File: src/hdl/tmr8_pkg.sv
// Purpose: Constants for the 8-bit timer/counter with one compare unit
// Assumes: 32-bit AXI4-Lite register slave, one word per register
// Notes: All offsets are byte addresses
`default_nettype none
package tmr8_pkg;
  // ==========================================================
  // Register offsets
  localparam logic [4:0] TMR8_CTRL_OFF = 5'h00;
  localparam logic [4:0] TMR8_COUNT_OFF = 5'h04;
  localparam logic [4:0] TMR8_CMP_OFF = 5'h08;
  localparam logic [4:0] TMR8_FLAGS_OFF = 5'h0C;
  localparam logic [4:0] TMR8_IRQEN_OFF = 5'h10;
  // ==========================================================
  // Control field positions
  localparam int TMR8_CS_LSB = 0;
  localparam int TMR8_CS_MSB = 2;
  localparam int TMR8_WGM_LSB = 3;
  localparam int TMR8_WGM_MSB = 4;
  localparam int TMR8_COM_LSB = 5;
  localparam int TMR8_COM_MSB = 6;
  localparam int TMR8_FORCE_BIT = 7;
  // Flag and enable bit positions
  localparam int TMR8_CMP_BIT = 0;
  localparam int TMR8_OVF_BIT = 1;
  // ==========================================================
  // Reset values and count limits
  localparam logic [7:0] TMR8_CTRL_RST = 8'h00;
  localparam logic [7:0] TMR8_COUNT_RST = 8'h00;
  localparam logic [7:0] TMR8_CMP_RST = 8'h00;
  localparam logic [7:0] TMR8_BOTTOM = 8'h00;
  localparam logic [7:0] TMR8_MAX = 8'hFF;
  localparam logic [7:0] TMR8_ONE = 8'h01;
  localparam logic [2:0] TMR8_CS_STOP = 3'h0;
  // ==========================================================
  // Bus responses
  localparam logic [1:0] TMR8_RESP_OKAY = 2'h0;
  localparam logic [1:0] TMR8_RESP_SLVERR = 2'h2;
  // ==========================================================
  // Waveform modes
  typedef enum logic [1:0] {
    TMR8_WGM_NORMAL = 2'b00,
    TMR8_WGM_PHASE = 2'b01,
    TMR8_WGM_CLEAR = 2'b10,
    TMR8_WGM_FAST = 2'b11
  } tmr8_wgm_t;
  // Compare output modes
  typedef enum logic [1:0] {
    TMR8_COM_OFF = 2'b00,
    TMR8_COM_TOGGLE = 2'b01,
    TMR8_COM_CLEAR = 2'b10,
    TMR8_COM_SET = 2'b11
  } tmr8_com_t;
endpackage : tmr8_pkg
`default_nettype wire

File: src/hdl/tmr8_timer.sv
// Purpose: 8-bit timer/counter with compare unit and AXI4-Lite registers
// Assumes: timer_tick is a one-cycle enable from an outside prescaler
// Notes: Counter, compare and flags are 8 bits in the low byte lane
//
// Operation
// Clock select zero stops the counter
// Each tick steps, clears, per mode
// Counter readable, writable; write beats counting
// Waveform mode sets sequence; output mode doesn't
// Equality sets compare flag at next tick
// Request irq when flag, enable, global set
// Writing one clears compare flag
// PWM modes double buffer the compare value
// Software reaches buffer or working copy
// Force strobe acts like match, non-PWM only
// Counter write blocks matches next tick
// Output register holds over modes; reset zero
// Output mode change acts at next match
// Output mode nonzero overrides port data
// Override independent of waveform mode
// Output mode zero does nothing at match
// Set/clear/toggle, or inverted/non-inverted PWM
// Normal mode counts up, wraps FF to 00
// Overflow flag set on wrap, ack clears
// Software sets output before enabling pin
// Modes: normal 0, phase 1, clear 2, fast 3
// Bottom is 00, max FF, top per mode
// Force strobe is a pulse, ignored in PWM
//
// Chosen here: the placing of the registers and register access over AXI4-Lite.
`default_nettype none
module tmr8_timer #(
  parameter int ADDR_W = 5
) (
  input wire logic mclk,
  input wire logic reset,
  input wire logic [ADDR_W-1:0] s_axi_awaddr,
  input wire logic s_axi_awvalid,
  output logic s_axi_awready,
  input wire logic [31:0] s_axi_wdata,
  input wire logic [3:0] s_axi_wstrb,
  input wire logic s_axi_wvalid,
  output logic s_axi_wready,
  output logic [1:0] s_axi_bresp,
  output logic s_axi_bvalid,
  input wire logic s_axi_bready,
  input wire logic [ADDR_W-1:0] s_axi_araddr,
  input wire logic s_axi_arvalid,
  output logic s_axi_arready,
  output logic [31:0] s_axi_rdata,
  output logic [1:0] s_axi_rresp,
  output logic s_axi_rvalid,
  input wire logic s_axi_rready,
  input wire logic timer_tick,
  input wire logic global_irq_enable,
  input wire logic compare_irq_ack,
  input wire logic overflow_irq_ack,
  input wire logic port_data,
  input wire logic output_pin_direction_bit,
  output logic compare_irq_req,
  output logic overflow_irq_req,
  output logic pin_out,
  output logic pin_oe
);
  import tmr8_pkg::*;

  if (ADDR_W < 5) begin : g_addr_chk
    $error("ADDR_W must be at least 5");
  end

  // ==========================================================
  // Register bus
  logic aw_got_r;
  logic w_got_r;
  logic [4:0] waddr_r;
  logic [7:0] wdata_r;
  logic wstrb_r;
  logic bvalid_r;
  logic [1:0] bresp_r;
  logic rvalid_r;
  logic [31:0] rdata_r;
  logic [1:0] rresp_r;
  logic wr_do;
  logic wr_ok;
  logic rd_ok;
  logic [4:0] raddr;
  logic [7:0] rd_byte;

  assign s_axi_awready = !aw_got_r && !bvalid_r;
  assign s_axi_wready = !w_got_r && !bvalid_r;
  assign s_axi_arready = !rvalid_r;
  assign s_axi_bvalid = bvalid_r;
  assign s_axi_bresp = bresp_r;
  assign s_axi_rvalid = rvalid_r;
  assign s_axi_rdata = rdata_r;
  assign s_axi_rresp = rresp_r;
  assign wr_do = aw_got_r && w_got_r && !bvalid_r;
  assign raddr = s_axi_araddr[4:0];

  always_comb begin
    wr_ok = 1'b0;
    if (waddr_r == TMR8_CTRL_OFF || waddr_r == TMR8_COUNT_OFF ||
        waddr_r == TMR8_CMP_OFF || waddr_r == TMR8_FLAGS_OFF ||
        waddr_r == TMR8_IRQEN_OFF) begin
      wr_ok = 1'b1;
    end
  end

  always_ff @(posedge mclk) begin
    if (reset) begin
      aw_got_r <= 1'b0;
      waddr_r <= 5'h00;
    end else if (s_axi_awvalid && s_axi_awready) begin
      aw_got_r <= 1'b1;
      waddr_r <= s_axi_awaddr[4:0];
    end else if (wr_do) begin
      aw_got_r <= 1'b0;
    end
  end

  always_ff @(posedge mclk) begin
    if (reset) begin
      w_got_r <= 1'b0;
      wdata_r <= 8'h00;
      wstrb_r <= 1'b0;
    end else if (s_axi_wvalid && s_axi_wready) begin
      w_got_r <= 1'b1;
      wdata_r <= s_axi_wdata[7:0];
      wstrb_r <= s_axi_wstrb[0];
    end else if (wr_do) begin
      w_got_r <= 1'b0;
    end
  end

  always_ff @(posedge mclk) begin
    if (reset) begin
      bvalid_r <= 1'b0;
      bresp_r <= TMR8_RESP_OKAY;
    end else if (wr_do) begin
      bvalid_r <= 1'b1;
      bresp_r <= wr_ok ? TMR8_RESP_OKAY : TMR8_RESP_SLVERR;
    end else if (s_axi_bready) begin
      bvalid_r <= 1'b0;
    end
  end

  // ==========================================================
  // Control and state registers
  logic [2:0] cs_r;
  tmr8_wgm_t wgm_r;
  tmr8_com_t com_r;
  logic [7:0] count_r;
  logic [7:0] count_nxt;
  logic [7:0] cmp_work_r;
  logic [7:0] cmp_buf_r;
  logic cmp_flag_r;
  logic ovf_flag_r;
  logic cmp_en_r;
  logic ovf_en_r;
  logic down_r;
  logic block_r;
  logic oc_r;
  logic lane;
  logic ctrl_wr;
  logic cnt_wr;
  logic cmp_wr;
  logic flag_wr;
  logic tick;
  logic pwm;
  logic match;
  logic match_evt;
  logic force_p;
  logic cmp_set;
  logic ovf_set;
  logic cmp_load;
  tmr8_com_t force_com;

  assign lane = wr_do && wstrb_r;
  assign ctrl_wr = lane && waddr_r == TMR8_CTRL_OFF;
  assign cnt_wr = lane && waddr_r == TMR8_COUNT_OFF;
  assign cmp_wr = lane && waddr_r == TMR8_CMP_OFF;
  assign flag_wr = lane && waddr_r == TMR8_FLAGS_OFF;
  assign tick = timer_tick && cs_r != TMR8_CS_STOP;
  assign pwm = wgm_r == TMR8_WGM_PHASE || wgm_r == TMR8_WGM_FAST;
  assign match = count_r == cmp_work_r;
  assign match_evt = tick && match && !block_r;
  assign force_com = tmr8_com_t'(wdata_r[TMR8_COM_MSB:TMR8_COM_LSB]);
  // Mode of the same write decides; PWM modes have the low mode bit set
  assign force_p = ctrl_wr && wdata_r[TMR8_FORCE_BIT] &&
                   !wdata_r[TMR8_WGM_LSB];

  always_ff @(posedge mclk) begin
    if (reset) begin
      cs_r <= TMR8_CTRL_RST[TMR8_CS_MSB:TMR8_CS_LSB];
      wgm_r <= TMR8_WGM_NORMAL;
      com_r <= TMR8_COM_OFF;
    end else if (ctrl_wr) begin
      cs_r <= wdata_r[TMR8_CS_MSB:TMR8_CS_LSB];
      wgm_r <= tmr8_wgm_t'(wdata_r[TMR8_WGM_MSB:TMR8_WGM_LSB]);
      com_r <= force_com;
    end
  end

  always_ff @(posedge mclk) begin
    if (reset) begin
      cmp_en_r <= 1'b0;
      ovf_en_r <= 1'b0;
    end else if (lane && waddr_r == TMR8_IRQEN_OFF) begin
      cmp_en_r <= wdata_r[TMR8_CMP_BIT];
      ovf_en_r <= wdata_r[TMR8_OVF_BIT];
    end
  end

  // ==========================================================
  // Counter unit
  always_comb begin
    count_nxt = count_r + TMR8_ONE;
    case (wgm_r)
      TMR8_WGM_NORMAL: count_nxt = count_r + TMR8_ONE;
      TMR8_WGM_CLEAR: begin
        if (match_evt) begin
          count_nxt = TMR8_BOTTOM;
        end
      end
      TMR8_WGM_FAST: count_nxt = count_r + TMR8_ONE;
      TMR8_WGM_PHASE: begin
        if (count_r == TMR8_MAX) begin
          count_nxt = count_r - TMR8_ONE;
        end else if (count_r == TMR8_BOTTOM) begin
          count_nxt = TMR8_ONE;
        end else if (down_r) begin
          count_nxt = count_r - TMR8_ONE;
        end
      end
      default: count_nxt = count_r + TMR8_ONE;
    endcase
  end

  always_ff @(posedge mclk) begin
    if (reset) begin
      count_r <= TMR8_COUNT_RST;
    end else if (cnt_wr) begin
      count_r <= wdata_r;
    end else if (tick) begin
      count_r <= count_nxt;
    end
  end

  always_ff @(posedge mclk) begin
    if (reset) begin
      down_r <= 1'b0;
    end else if (tick && wgm_r == TMR8_WGM_PHASE) begin
      if (count_r == TMR8_MAX) begin
        down_r <= 1'b1;
      end else if (count_r == TMR8_BOTTOM) begin
        down_r <= 1'b0;
      end
    end else if (wgm_r != TMR8_WGM_PHASE) begin
      down_r <= 1'b0;
    end
  end

  // Held until the next tick consumes it
  always_ff @(posedge mclk) begin
    if (reset) begin
      block_r <= 1'b0;
    end else if (cnt_wr) begin
      block_r <= 1'b1;
    end else if (tick) begin
      block_r <= 1'b0;
    end
  end

  // ==========================================================
  // Compare value, double buffered in PWM modes
  always_comb begin
    cmp_load = 1'b0;
    if (tick && wgm_r == TMR8_WGM_FAST && count_r == TMR8_MAX) begin
      cmp_load = 1'b1;
    end
    if (tick && wgm_r == TMR8_WGM_PHASE && count_r == TMR8_MAX) begin
      cmp_load = 1'b1;
    end
  end

  always_ff @(posedge mclk) begin
    if (reset) begin
      cmp_buf_r <= TMR8_CMP_RST;
    end else if (cmp_wr) begin
      cmp_buf_r <= wdata_r;
    end
  end

  always_ff @(posedge mclk) begin
    if (reset) begin
      cmp_work_r <= TMR8_CMP_RST;
    end else if (cmp_wr && !pwm) begin
      cmp_work_r <= wdata_r;
    end else if (pwm && cmp_load) begin
      cmp_work_r <= cmp_buf_r;
    end
  end

  // ==========================================================
  // Flags; a set in the same cycle beats any clear
  always_comb begin
    ovf_set = 1'b0;
    if (tick && !cnt_wr) begin
      if (wgm_r == TMR8_WGM_PHASE) begin
        ovf_set = down_r && count_r == TMR8_ONE;
      end else begin
        ovf_set = count_r == TMR8_MAX && count_nxt == TMR8_BOTTOM;
      end
    end
  end
  assign cmp_set = match_evt;

  always_ff @(posedge mclk) begin
    if (reset) begin
      cmp_flag_r <= 1'b0;
    end else if (cmp_set) begin
      cmp_flag_r <= 1'b1;
    end else if (compare_irq_ack) begin
      cmp_flag_r <= 1'b0;
    end else if (flag_wr && wdata_r[TMR8_CMP_BIT]) begin
      cmp_flag_r <= 1'b0;
    end
  end

  always_ff @(posedge mclk) begin
    if (reset) begin
      ovf_flag_r <= 1'b0;
    end else if (ovf_set) begin
      ovf_flag_r <= 1'b1;
    end else if (overflow_irq_ack) begin
      ovf_flag_r <= 1'b0;
    end else if (flag_wr && wdata_r[TMR8_OVF_BIT]) begin
      ovf_flag_r <= 1'b0;
    end
  end

  assign compare_irq_req = cmp_flag_r && cmp_en_r && global_irq_enable;
  assign overflow_irq_req = ovf_flag_r && ovf_en_r && global_irq_enable;

  // ==========================================================
  // Waveform generator and compare output register
  function automatic logic act_nonpwm(input tmr8_com_t com,
                                      input logic cur);
    logic res;
    res = cur;
    case (com)
      TMR8_COM_TOGGLE: res = !cur;
      TMR8_COM_CLEAR: res = 1'b0;
      TMR8_COM_SET: res = 1'b1;
      default: res = cur;
    endcase
    return res;
  endfunction : act_nonpwm

  always_ff @(posedge mclk) begin
    if (reset) begin
      oc_r <= 1'b0;
    end else if (force_p) begin
      oc_r <= act_nonpwm(force_com, oc_r);
    end else if (tick && wgm_r == TMR8_WGM_FAST && count_r == TMR8_MAX &&
                 !block_r && com_r[1]) begin
      oc_r <= !com_r[0];
    end else if (match_evt) begin
      case (wgm_r)
        TMR8_WGM_FAST: begin
          if (com_r == TMR8_COM_TOGGLE) begin
            oc_r <= !oc_r;
          end else if (com_r[1]) begin
            oc_r <= com_r[0];
          end
        end
        TMR8_WGM_PHASE: begin
          if (com_r[1]) begin
            oc_r <= com_r[0] ^ down_r;
          end
        end
        default: oc_r <= act_nonpwm(com_r, oc_r);
      endcase
    end
  end

  assign pin_out = (com_r != TMR8_COM_OFF) ? oc_r : port_data;
  assign pin_oe = output_pin_direction_bit;

  // ==========================================================
  // Register read path
  always_comb begin
    rd_ok = 1'b1;
    rd_byte = 8'h00;
    case (raddr)
      TMR8_CTRL_OFF: rd_byte = {1'b0, com_r, wgm_r, cs_r};
      TMR8_COUNT_OFF: rd_byte = count_r;
      TMR8_CMP_OFF: rd_byte = pwm ? cmp_buf_r : cmp_work_r;
      TMR8_FLAGS_OFF: rd_byte = {6'h00, ovf_flag_r, cmp_flag_r};
      TMR8_IRQEN_OFF: rd_byte = {6'h00, ovf_en_r, cmp_en_r};
      default: rd_ok = 1'b0;
    endcase
  end

  always_ff @(posedge mclk) begin
    if (reset) begin
      rvalid_r <= 1'b0;
      rdata_r <= 32'h0000_0000;
      rresp_r <= TMR8_RESP_OKAY;
    end else if (s_axi_arvalid && s_axi_arready) begin
      rvalid_r <= 1'b1;
      rdata_r <= {24'h000000, rd_byte};
      rresp_r <= rd_ok ? TMR8_RESP_OKAY : TMR8_RESP_SLVERR;
    end else if (s_axi_rready) begin
      rvalid_r <= 1'b0;
    end
  end

  // ==========================================================
  // Assertions
  property p_stop;
    @(posedge mclk) disable iff (reset)
      (cs_r == TMR8_CS_STOP && !cnt_wr) |=> $stable(count_r);
  endproperty
  a_stop: assert property (p_stop) else $error("stopped counter moved");

  property p_normal_step;
    @(posedge mclk) disable iff (reset)
      (tick && !cnt_wr && wgm_r == TMR8_WGM_NORMAL)
        |=> count_r == 8'($past(count_r) + 8'h01);
  endproperty
  a_normal_step: assert property (p_normal_step)
    else $error("normal mode step wrong");

  property p_wr_prio;
    @(posedge mclk) disable iff (reset)
      cnt_wr |=> count_r == $past(wdata_r);
  endproperty
  a_wr_prio: assert property (p_wr_prio)
    else $error("counter write lost");

  property p_flag_set;
    @(posedge mclk) disable iff (reset)
      (tick && match && !block_r) |=> cmp_flag_r;
  endproperty
  a_flag_set: assert property (p_flag_set)
    else $error("match flag not set");

  property p_w1c;
    @(posedge mclk) disable iff (reset)
      (flag_wr && wdata_r[0] && !cmp_set) |=> !cmp_flag_r;
  endproperty
  a_w1c: assert property (p_w1c) else $error("flag not cleared");

  property p_ack;
    @(posedge mclk) disable iff (reset)
      (compare_irq_req && compare_irq_ack && !cmp_set)
        |=> !cmp_flag_r && !compare_irq_req;
  endproperty
  a_ack: assert property (p_ack) else $error("ack did not clear");

  property p_block;
    @(posedge mclk) disable iff (reset)
      (cnt_wr && !cmp_flag_r && !cmp_set) ##1 (tick && !cnt_wr) ##1 1'b1
        |-> !cmp_flag_r;
  endproperty
  a_block: assert property (p_block)
    else $error("match after counter write");

  property p_direct_cmp;
    @(posedge mclk) disable iff (reset)
      (cmp_wr && !pwm) |=> cmp_work_r == $past(wdata_r);
  endproperty
  a_direct_cmp: assert property (p_direct_cmp)
    else $error("direct compare write lost");

  property p_buffered;
    @(posedge mclk) disable iff (reset)
      (pwm && !cmp_load) |=> $stable(cmp_work_r);
  endproperty
  a_buffered: assert property (p_buffered)
    else $error("working compare moved off top");

  property p_ovf;
    @(posedge mclk) disable iff (reset)
      (tick && !cnt_wr && wgm_r == TMR8_WGM_NORMAL && count_r == 8'hFF)
        |=> ovf_flag_r && count_r == 8'h00;
  endproperty
  a_ovf: assert property (p_ovf) else $error("overflow not flagged");

  property p_force_noflag;
    @(posedge mclk) disable iff (reset)
      (force_p && !cmp_set && !cmp_flag_r) |=> !cmp_flag_r;
  endproperty
  a_force_noflag: assert property (p_force_noflag)
    else $error("force set the flag");

  c_flag: cover property (@(posedge mclk) disable iff (reset) cmp_set);
  c_ovf: cover property (@(posedge mclk) disable iff (reset) ovf_set);
  c_force: cover property (@(posedge mclk) disable iff (reset) force_p);
  c_load: cover property (@(posedge mclk) disable iff (reset)
    pwm && cmp_load);
endmodule : tmr8_timer
`default_nettype wire

File: config.mk
export PLATFORM = sky130hd
export DESIGN_NAME = tmr8_timer
export DESIGN_NICKNAME = d
export VERILOG_FILES = /design/src/hdl/tmr8_pkg.sv /design/src/hdl/tmr8_timer.sv
export SDC_FILE = /design/constraint.sdc
export NUM_CORES = 1
export LEC_CHECK = 0
export ABC_AREA = 0
export BUFFER_PORTS_ARGS = -buffer_cell sky130_fd_sc_hd__clkbuf_2
export CELL_PAD_IN_SITES_DETAIL_PLACEMENT = 1
export CELL_PAD_IN_SITES_GLOBAL_PLACEMENT = 2
export CORE_ASPECT_RATIO = 1.1
export CORE_MARGIN = 1.5
export CORE_UTILIZATION = 30
export CTS_CLUSTER_DIAMETER = 120
export DETAILED_ROUTE_END_ITERATION = 10
export PLACE_DENSITY = 0.91
export SLEW_MARGIN = 0
export SYNTH_ARGS = -nofsm -noshare
export SYNTH_HDL_FRONTEND = slang
export SYNTH_SLANG_ARGS = --single-unit
File: constraint.sdc
create_clock -name mclk -period 2.6 [get_ports mclk]
set_input_delay 0.26 -clock mclk [delete_from_list [all_inputs] [get_ports mclk]]
set_output_delay 0.26 -clock mclk [all_outputs]
set_load 0.1 [all_outputs]
Word-level counts from Yosys, hierarchy flattened

Cells that the tools add are included.

Add/sub/neg operators: 2
Multipliers: 0
Div/mod/pow operators: 0
Order comparisons: 0
Equal/unequal tests: 25
Shift-type cells: 0
Mux-type cells: 48
Bitwise operators: 1
Reduce and logical (&&, ||, !) cells: 72

Operators by type and width:

| kind                  | number |
|---|---|
| $mux W8               | 9 |
| $pmux W8 S5           | 1 |
| $logic_and A1 B1 Y1   | 35 |
| $mux W1               | 32 |
| $pmux W8 S3           | 1 |
| $eq A5 B4 Y1 const B  | 4 |
| $logic_not A8 Y1      | 2 |
| $reduce_bool A2 Y1    | 8 |
| $eq A2 B2 Y1 const B  | 6 |
| $reduce_bool A3 Y1    | 4 |
| $eq A5 B3 Y1 const B  | 2 |
| $eq A5 B5 Y1 const B  | 2 |
| $logic_not A1 Y1      | 10 |
| $logic_not A5 Y1      | 2 |
| $add A8 B1 Y8 const B | 1 |
| $eq A8 B1 Y1 const B  | 1 |
| $eq A8 B8 Y1          | 1 |
| $eq A8 B8 Y1 const B  | 1 |
| $sub A8 B1 Y8 const B | 1 |
| $reduce_bool A7 Y1    | 1 |
| $eq A2 B1 Y1 const B  | 3 |
| $pmux W1 S3           | 2 |
| $logic_or A1 B1 Y1    | 5 |
| $ne A5 B3 Y1 const B  | 1 |
| other kinds (12)      | 13 |

Flip-flop bits (word level): 68
Bits in latches: 0
Bits in writable memories: 0
ROM bits: 0
Input port bits: 59
Memories kept: 0

Longest topological paths before layout

Depth in word-level cells: 11
Depth in mapped cells: 10
Gate-level depth less buffers: 8

Worst setup path before layout

Ideal clock, no wire load.

Path kind: register to register
Start point: register bvalid_r, in the netlist s_axi_bvalid
End point: register waddr_r[0]
Arrival: 2.909 ns
Slack: -0.436 ns
Cell stages (with the launch flop): 6
Buffers on the path: 1
Path through: dfxtp_1 -> nor2_1 -> and2_1 -> clkbuf_1 -> mux2i_1 -> nor2_1

Cells in the longest elaborated chain, start to end: 3

RTL lines:

| element                 | RTL line          | RTL |
|---|---|---|
| start, declared         | tmr8_timer.sv:78  | `logic bvalid_r;` |
| start signal, assigned  | tmr8_timer.sv:137 | `bvalid_r <= 1'b0;` |
| start signal, assigned  | tmr8_timer.sv:140 | `bvalid_r <= 1'b1;` |
| start signal, assigned  | tmr8_timer.sv:143 | `bvalid_r <= 1'b0;` |
| $logic_not A1 Y1        | tmr8_timer.sv:89  | `assign s_axi_awready = !aw_got_r && !bvalid_r;` |
| $logic_and A1 B1 Y1     | tmr8_timer.sv:89  |  |
| named net s_axi_awready | tmr8_timer.sv:39  | `output logic s_axi_awready,` |
| $logic_and A1 B1 Y1     | tmr8_timer.sv:113 | `end else if (s_axi_awvalid && s_axi_awready) begin` |
| end signal, assigned    | tmr8_timer.sv:115 | `waddr_r <= s_axi_awaddr[4:0];` |
| end, declared           | tmr8_timer.sv:75  | `logic [4:0] waddr_r;` |

The timed path passes the listed nets, and every way through them passes these cells.
A chain may end at the register's enable or synchronous reset.

Worst setup path after layout

Start point: register count_r[2]
End point: register ovf_flag_r

Cells in the longest elaborated chain, start to end: 10

RTL lines:

| element                                                        | RTL line                             | RTL |
|---|---|---|
| start, declared                                                | tmr8_timer.sv:152                    | `logic [7:0] count_r;` |
| start signal, assigned                                         | tmr8_timer.sv:243                    | `count_r <= wdata_r;` |
| start signal, assigned                                         | tmr8_timer.sv:245                    | `count_r <= count_nxt;` |
| $add A8 B1 Y8, or another cell as far along                    | n/a                                  |  |
| $mux W8 or $logic_and A1 B1 Y1 (tied branches)                 | tmr8_timer.sv:231, tmr8_timer.sv:186 |  |
| $mux W8 or $logic_and A1 B1 Y1 (tied branches)                 | tmr8_timer.sv:229, tmr8_timer.sv:186 |  |
| $mux W8, on equally long branches                              | tmr8_timer.sv:227, tmr8_timer.sv:221 |  |
| $pmux W8 S3                                                    | tmr8_timer.sv:218                    | `case (wgm_r)` |
| $logic_not A8 Y1                                               | tmr8_timer.sv:312                    | `ovf_set = count_r == TMR8_MAX && count_nxt == TMR8_BOTTOM;` |
| $logic_and A1 B1 Y1                                            | tmr8_timer.sv:312                    |  |
| $mux W1 *                                                      | tmr8_timer.sv:309                    | `if (wgm_r == TMR8_WGM_PHASE) begin` |
| $mux W1 *                                                      | tmr8_timer.sv:308                    | `if (tick && !cnt_wr) begin` |
| $reduce_bool A3 Y1 (no source line) or $mux W1 (tied branches) | n/a                                  |  |
| end signal, assigned                                           | tmr8_timer.sv:332                    | `ovf_flag_r <= 1'b0;` |
| end signal, assigned                                           | tmr8_timer.sv:334                    | `ovf_flag_r <= 1'b1;` |
| end signal, assigned                                           | tmr8_timer.sv:336                    | `ovf_flag_r <= 1'b0;` |
| end, declared                                                  | tmr8_timer.sv:157                    | `logic ovf_flag_r;` |

Every way passes the cells marked *; elsewhere a longest branch is shown, timed or not.

==> results.cfg <==
[placed_design]
port_buffers = 48
gp_congestion = 0.964
dp_hpwl_mm = 9.64

[final_layout]
fin_nets = 622
fillers = 1650
antenna_cells = 0
drive_above_1_share_pct = 17.7
area_growth_pct = 17.1
fin_util_pct = 35.6

[setup_path]
reg2reg_depth = 6
cp.arrival_ns = 2.56
reg2reg_slack_ns = 0.28
regToRegStartpoint = count_r[2]
path_cells = and3_1 -> a21oi_1 -> a311o_1 -> nand2b_1 -> o21ba_2 -> o41ai_2
r2r_end = ovf_flag_r
cp_data_required_time_ns = 2.84
cp_slowest_cell = dfxtp_1
worst_setup_path_end_kind = flip-flop
worst-path-max-fanout = 13
path_class = flip-flop to flip-flop
cp-start-kind = flip-flop
crit_path_max_incr_delay_ns = 0.70

[detailed_routing]
drtIter0Drc = 165
num_vias = 3876
drcViolationCount = 0
drt-wirelength-per-cell_um = 17.8
dr.pass1.iters = 4
drt_wl_total_mm = 12.9
drtAntennaViolNets = 0
vias_per_cell = 5.38

[clock_network]
cts_tree = built
path_clk_slew_ns = 0.06
cts_resized = 0
cts_setup_buffers = 0
cts_made_buffers = 9
clkSinkCount = 66
cts_hold_buf = 0
h-tree-depth = 3
cts_root_buf = clkbuf_16
insertion_delay_ns = 0.33
cts_buffer_depth = 2

[hold_path]
hold_start = s_axi_rready
hp-class = input pin to flip-flop
min_path_cells = 2
worst_hold_path.endpoint = s_axi_rvalid

[synth]
yosysWarnings = 0
seq_area_frac_synth_pct = 33.1
synth-edff-count = 0
synth_cell_types = 66
async_reset_ff_share_pct = 0
ys_ff_latch = 66
synth_area_um2 = 3990
syn_area_per_cell_um2 = 7.81
synthCells = 511
synth_ff_type = dfxtp_1

[pwr]
p_leak_nw = 1.75
power_mw = 2.91
p_per_area_nw_per_um2 = 624
ir_worst_vdd_mv = 0.309

[sta]
finalHoldViolations = 0
min_period_over_period_pct = 89.3
final.setup_skew_ns = 0.00392
worst_pin_slew_ns = 0.597
period_minus_slack_ns = 2.32
rsz0062_at_grt = no
fmax_mhz = 431
slew_headroom_pct = 60.2
final.setup.tns_ns = 0
drv_slew = 0
finalSetupViolations = 0
holdWs_ns = 0.114

[die]
core_area_um2 = 13100
start_util_pct = 30.4
fp.dieW_um = 113
rows = 44
dieArea_um2 = 14000
ios = 104
die-height_um = 124

[run]
max-cap-violations = 0

[outcome]
outcome = finished clean

[global_route]
grt_overflow_total = 0
grt_max_degree = 29
grt_pass1_vias = 3873
antenna_found_initial = 0
grt_pass1_wl_mm = 20.6
track_usage_pct = 18.9
==> where the power goes <==
group          switching [mW]  total [mW]  internal [mW]
clock network           0.463        1.45          0.989
logic                   0.322       0.382         0.0605
registers              0.0429        1.08           1.03
==> routing by layer <==
layer  vias up  GRT usage [%]  wire length, um
li1       1858              -                -
met1      1886           23.0             5580
met2       107           33.2             6290
met3        25           4.72              686
met4         0           6.02              313
met5         -              0                0
==> layout make-up <==
type / instances / area, um^2 / area share, %
clock buffers: 12 / 256 / 5.49
multi-input cells: 402 / 2390 / 51.1
flip-flops and latches: 66 / 1320 / 28.3
repair buffers: 64 / 360 / 7.72
well taps: 161 / 201 / 4.31
inverters: 12 / 45.0 / 0.965
clock inverters: 4 / 97.6 / 2.09
==> registers in the layout, indices dropped and copies added, names as in the netlist, 2 cells and up <==
name / cells
waddr_r: 5
cmp_buf_r: 8
cs_r: 3
count_r: 8
cmp_work_r: 8
wdata_r: 8
com_r: 2
wgm_r: 2
s_axi_rdata: 8
==> metrics by stage <==
stage          cells  setup WS, ns  instance area (um^2)
3_5_place_dp     705         0.329                  4320
4_1_cts          721         0.288                  4670
6_report         721         0.279                  4670
5_1_grt          721         0.164                  4670
3_3_place_gp     705         0.388                  4320
2_1_floorplan    536       0.00918                  4090
==> how the worst max path moves through the flow <==
stage	start	end	slack, ns	cells past startpoint
floorplan	s_axi_rvalid	s_axi_rdata[2]	0.009	5
global placement	count_r[2]	ovf_flag_r	0.39	6
detailed placement	count_r[2]	ovf_flag_r	0.33	6
CTS	count_r[2]	ovf_flag_r	0.29	6
global route	count_r[2]	ovf_flag_r	0.16	6
finish	count_r[2]	ovf_flag_r	0.28	6
==> critical path: cells and delay by family, from the launching register on <==
kind / cells / cell delay [ns]
compound gates: 4 / 1.00
flops: 1 / 0.70
simple gates: 2 / 0.51
==> cell usage in the layout (no fill, tap or decap), drive strengths merged, types with 3 or more instances in the layout <==
cell type,Yosys,layout
or4,3,3
inv,12,12
a211oi,5,5
nand2,83,83
o22ai,4,4
nand3b,4,4
and3,6,6
nand4,7,7
a21oi,48,48
nor4,4,4
and2,4,4
ha,8,8
a311oi,8,8
clkbuf,22,60
nor3,11,11
dfxtp,66,66
a221o,5,5
nor2,46,46
or3,3,3
xor2,3,3
conb,1,26
a22oi,6,6
mux2i,13,13
nand2b,7,7
o211ai,6,6
bufinv,0,3
buf,34,16
xnor2,14,14
nand3,23,23
o21ai,16,16
==> cells by family after synthesis <==
logic type      count (synthesis)  synth area share, %
mux                            13                 3.26
other cells                     1               0.0940
fa+ha+maj                       8                 2.51
buf+inv                        68                 9.50
compound gates                121                 20.3
simple gates                  217                 27.4
xor+xnor                       17                 3.73
flops                          66                 33.1
==> cells in the mapped netlist, types with 3 or more instances <==
| library cell | number | area [um^2] |
|---|---|---|
| inv_1 | 12 | 45.0 |
| and2_1 | 4 | 25.0 |
| o21ai_0 | 16 | 80.1 |
| and3_1 | 6 | 37.5 |
| nand2b_1 | 7 | 43.8 |
| xnor2_1 | 14 | 123 |
| nor3_1 | 11 | 55.1 |
| o211ai_1 | 6 | 45.0 |
| a311oi_1 | 6 | 52.6 |
| ha_1 | 8 | 100 |
| nand2_1 | 81 | 304 |
| nor2_1 | 42 | 158 |
| nand4_1 | 7 | 43.8 |
| a21oi_1 | 48 | 240 |
| nand3b_1 | 4 | 30.0 |
| nor2_2 | 4 | 25.0 |
| clkbuf_1 | 22 | 82.6 |
| a221o_1 | 5 | 50.1 |
| or3_1 | 3 | 18.8 |
| mux2i_1 | 13 | 130 |
| a211oi_1 | 5 | 37.5 |
| buf_4 | 27 | 203 |
| nand3_1 | 23 | 115 |
| a22oi_1 | 6 | 45.0 |
| dfxtp_1 | 66 | 1320 |
| o22ai_1 | 4 | 25.0 |
| xor2_1 | 3 | 26.3 |
| buf_2 | 5 | 25.0 |
Power figures use the tool's default switching activity.
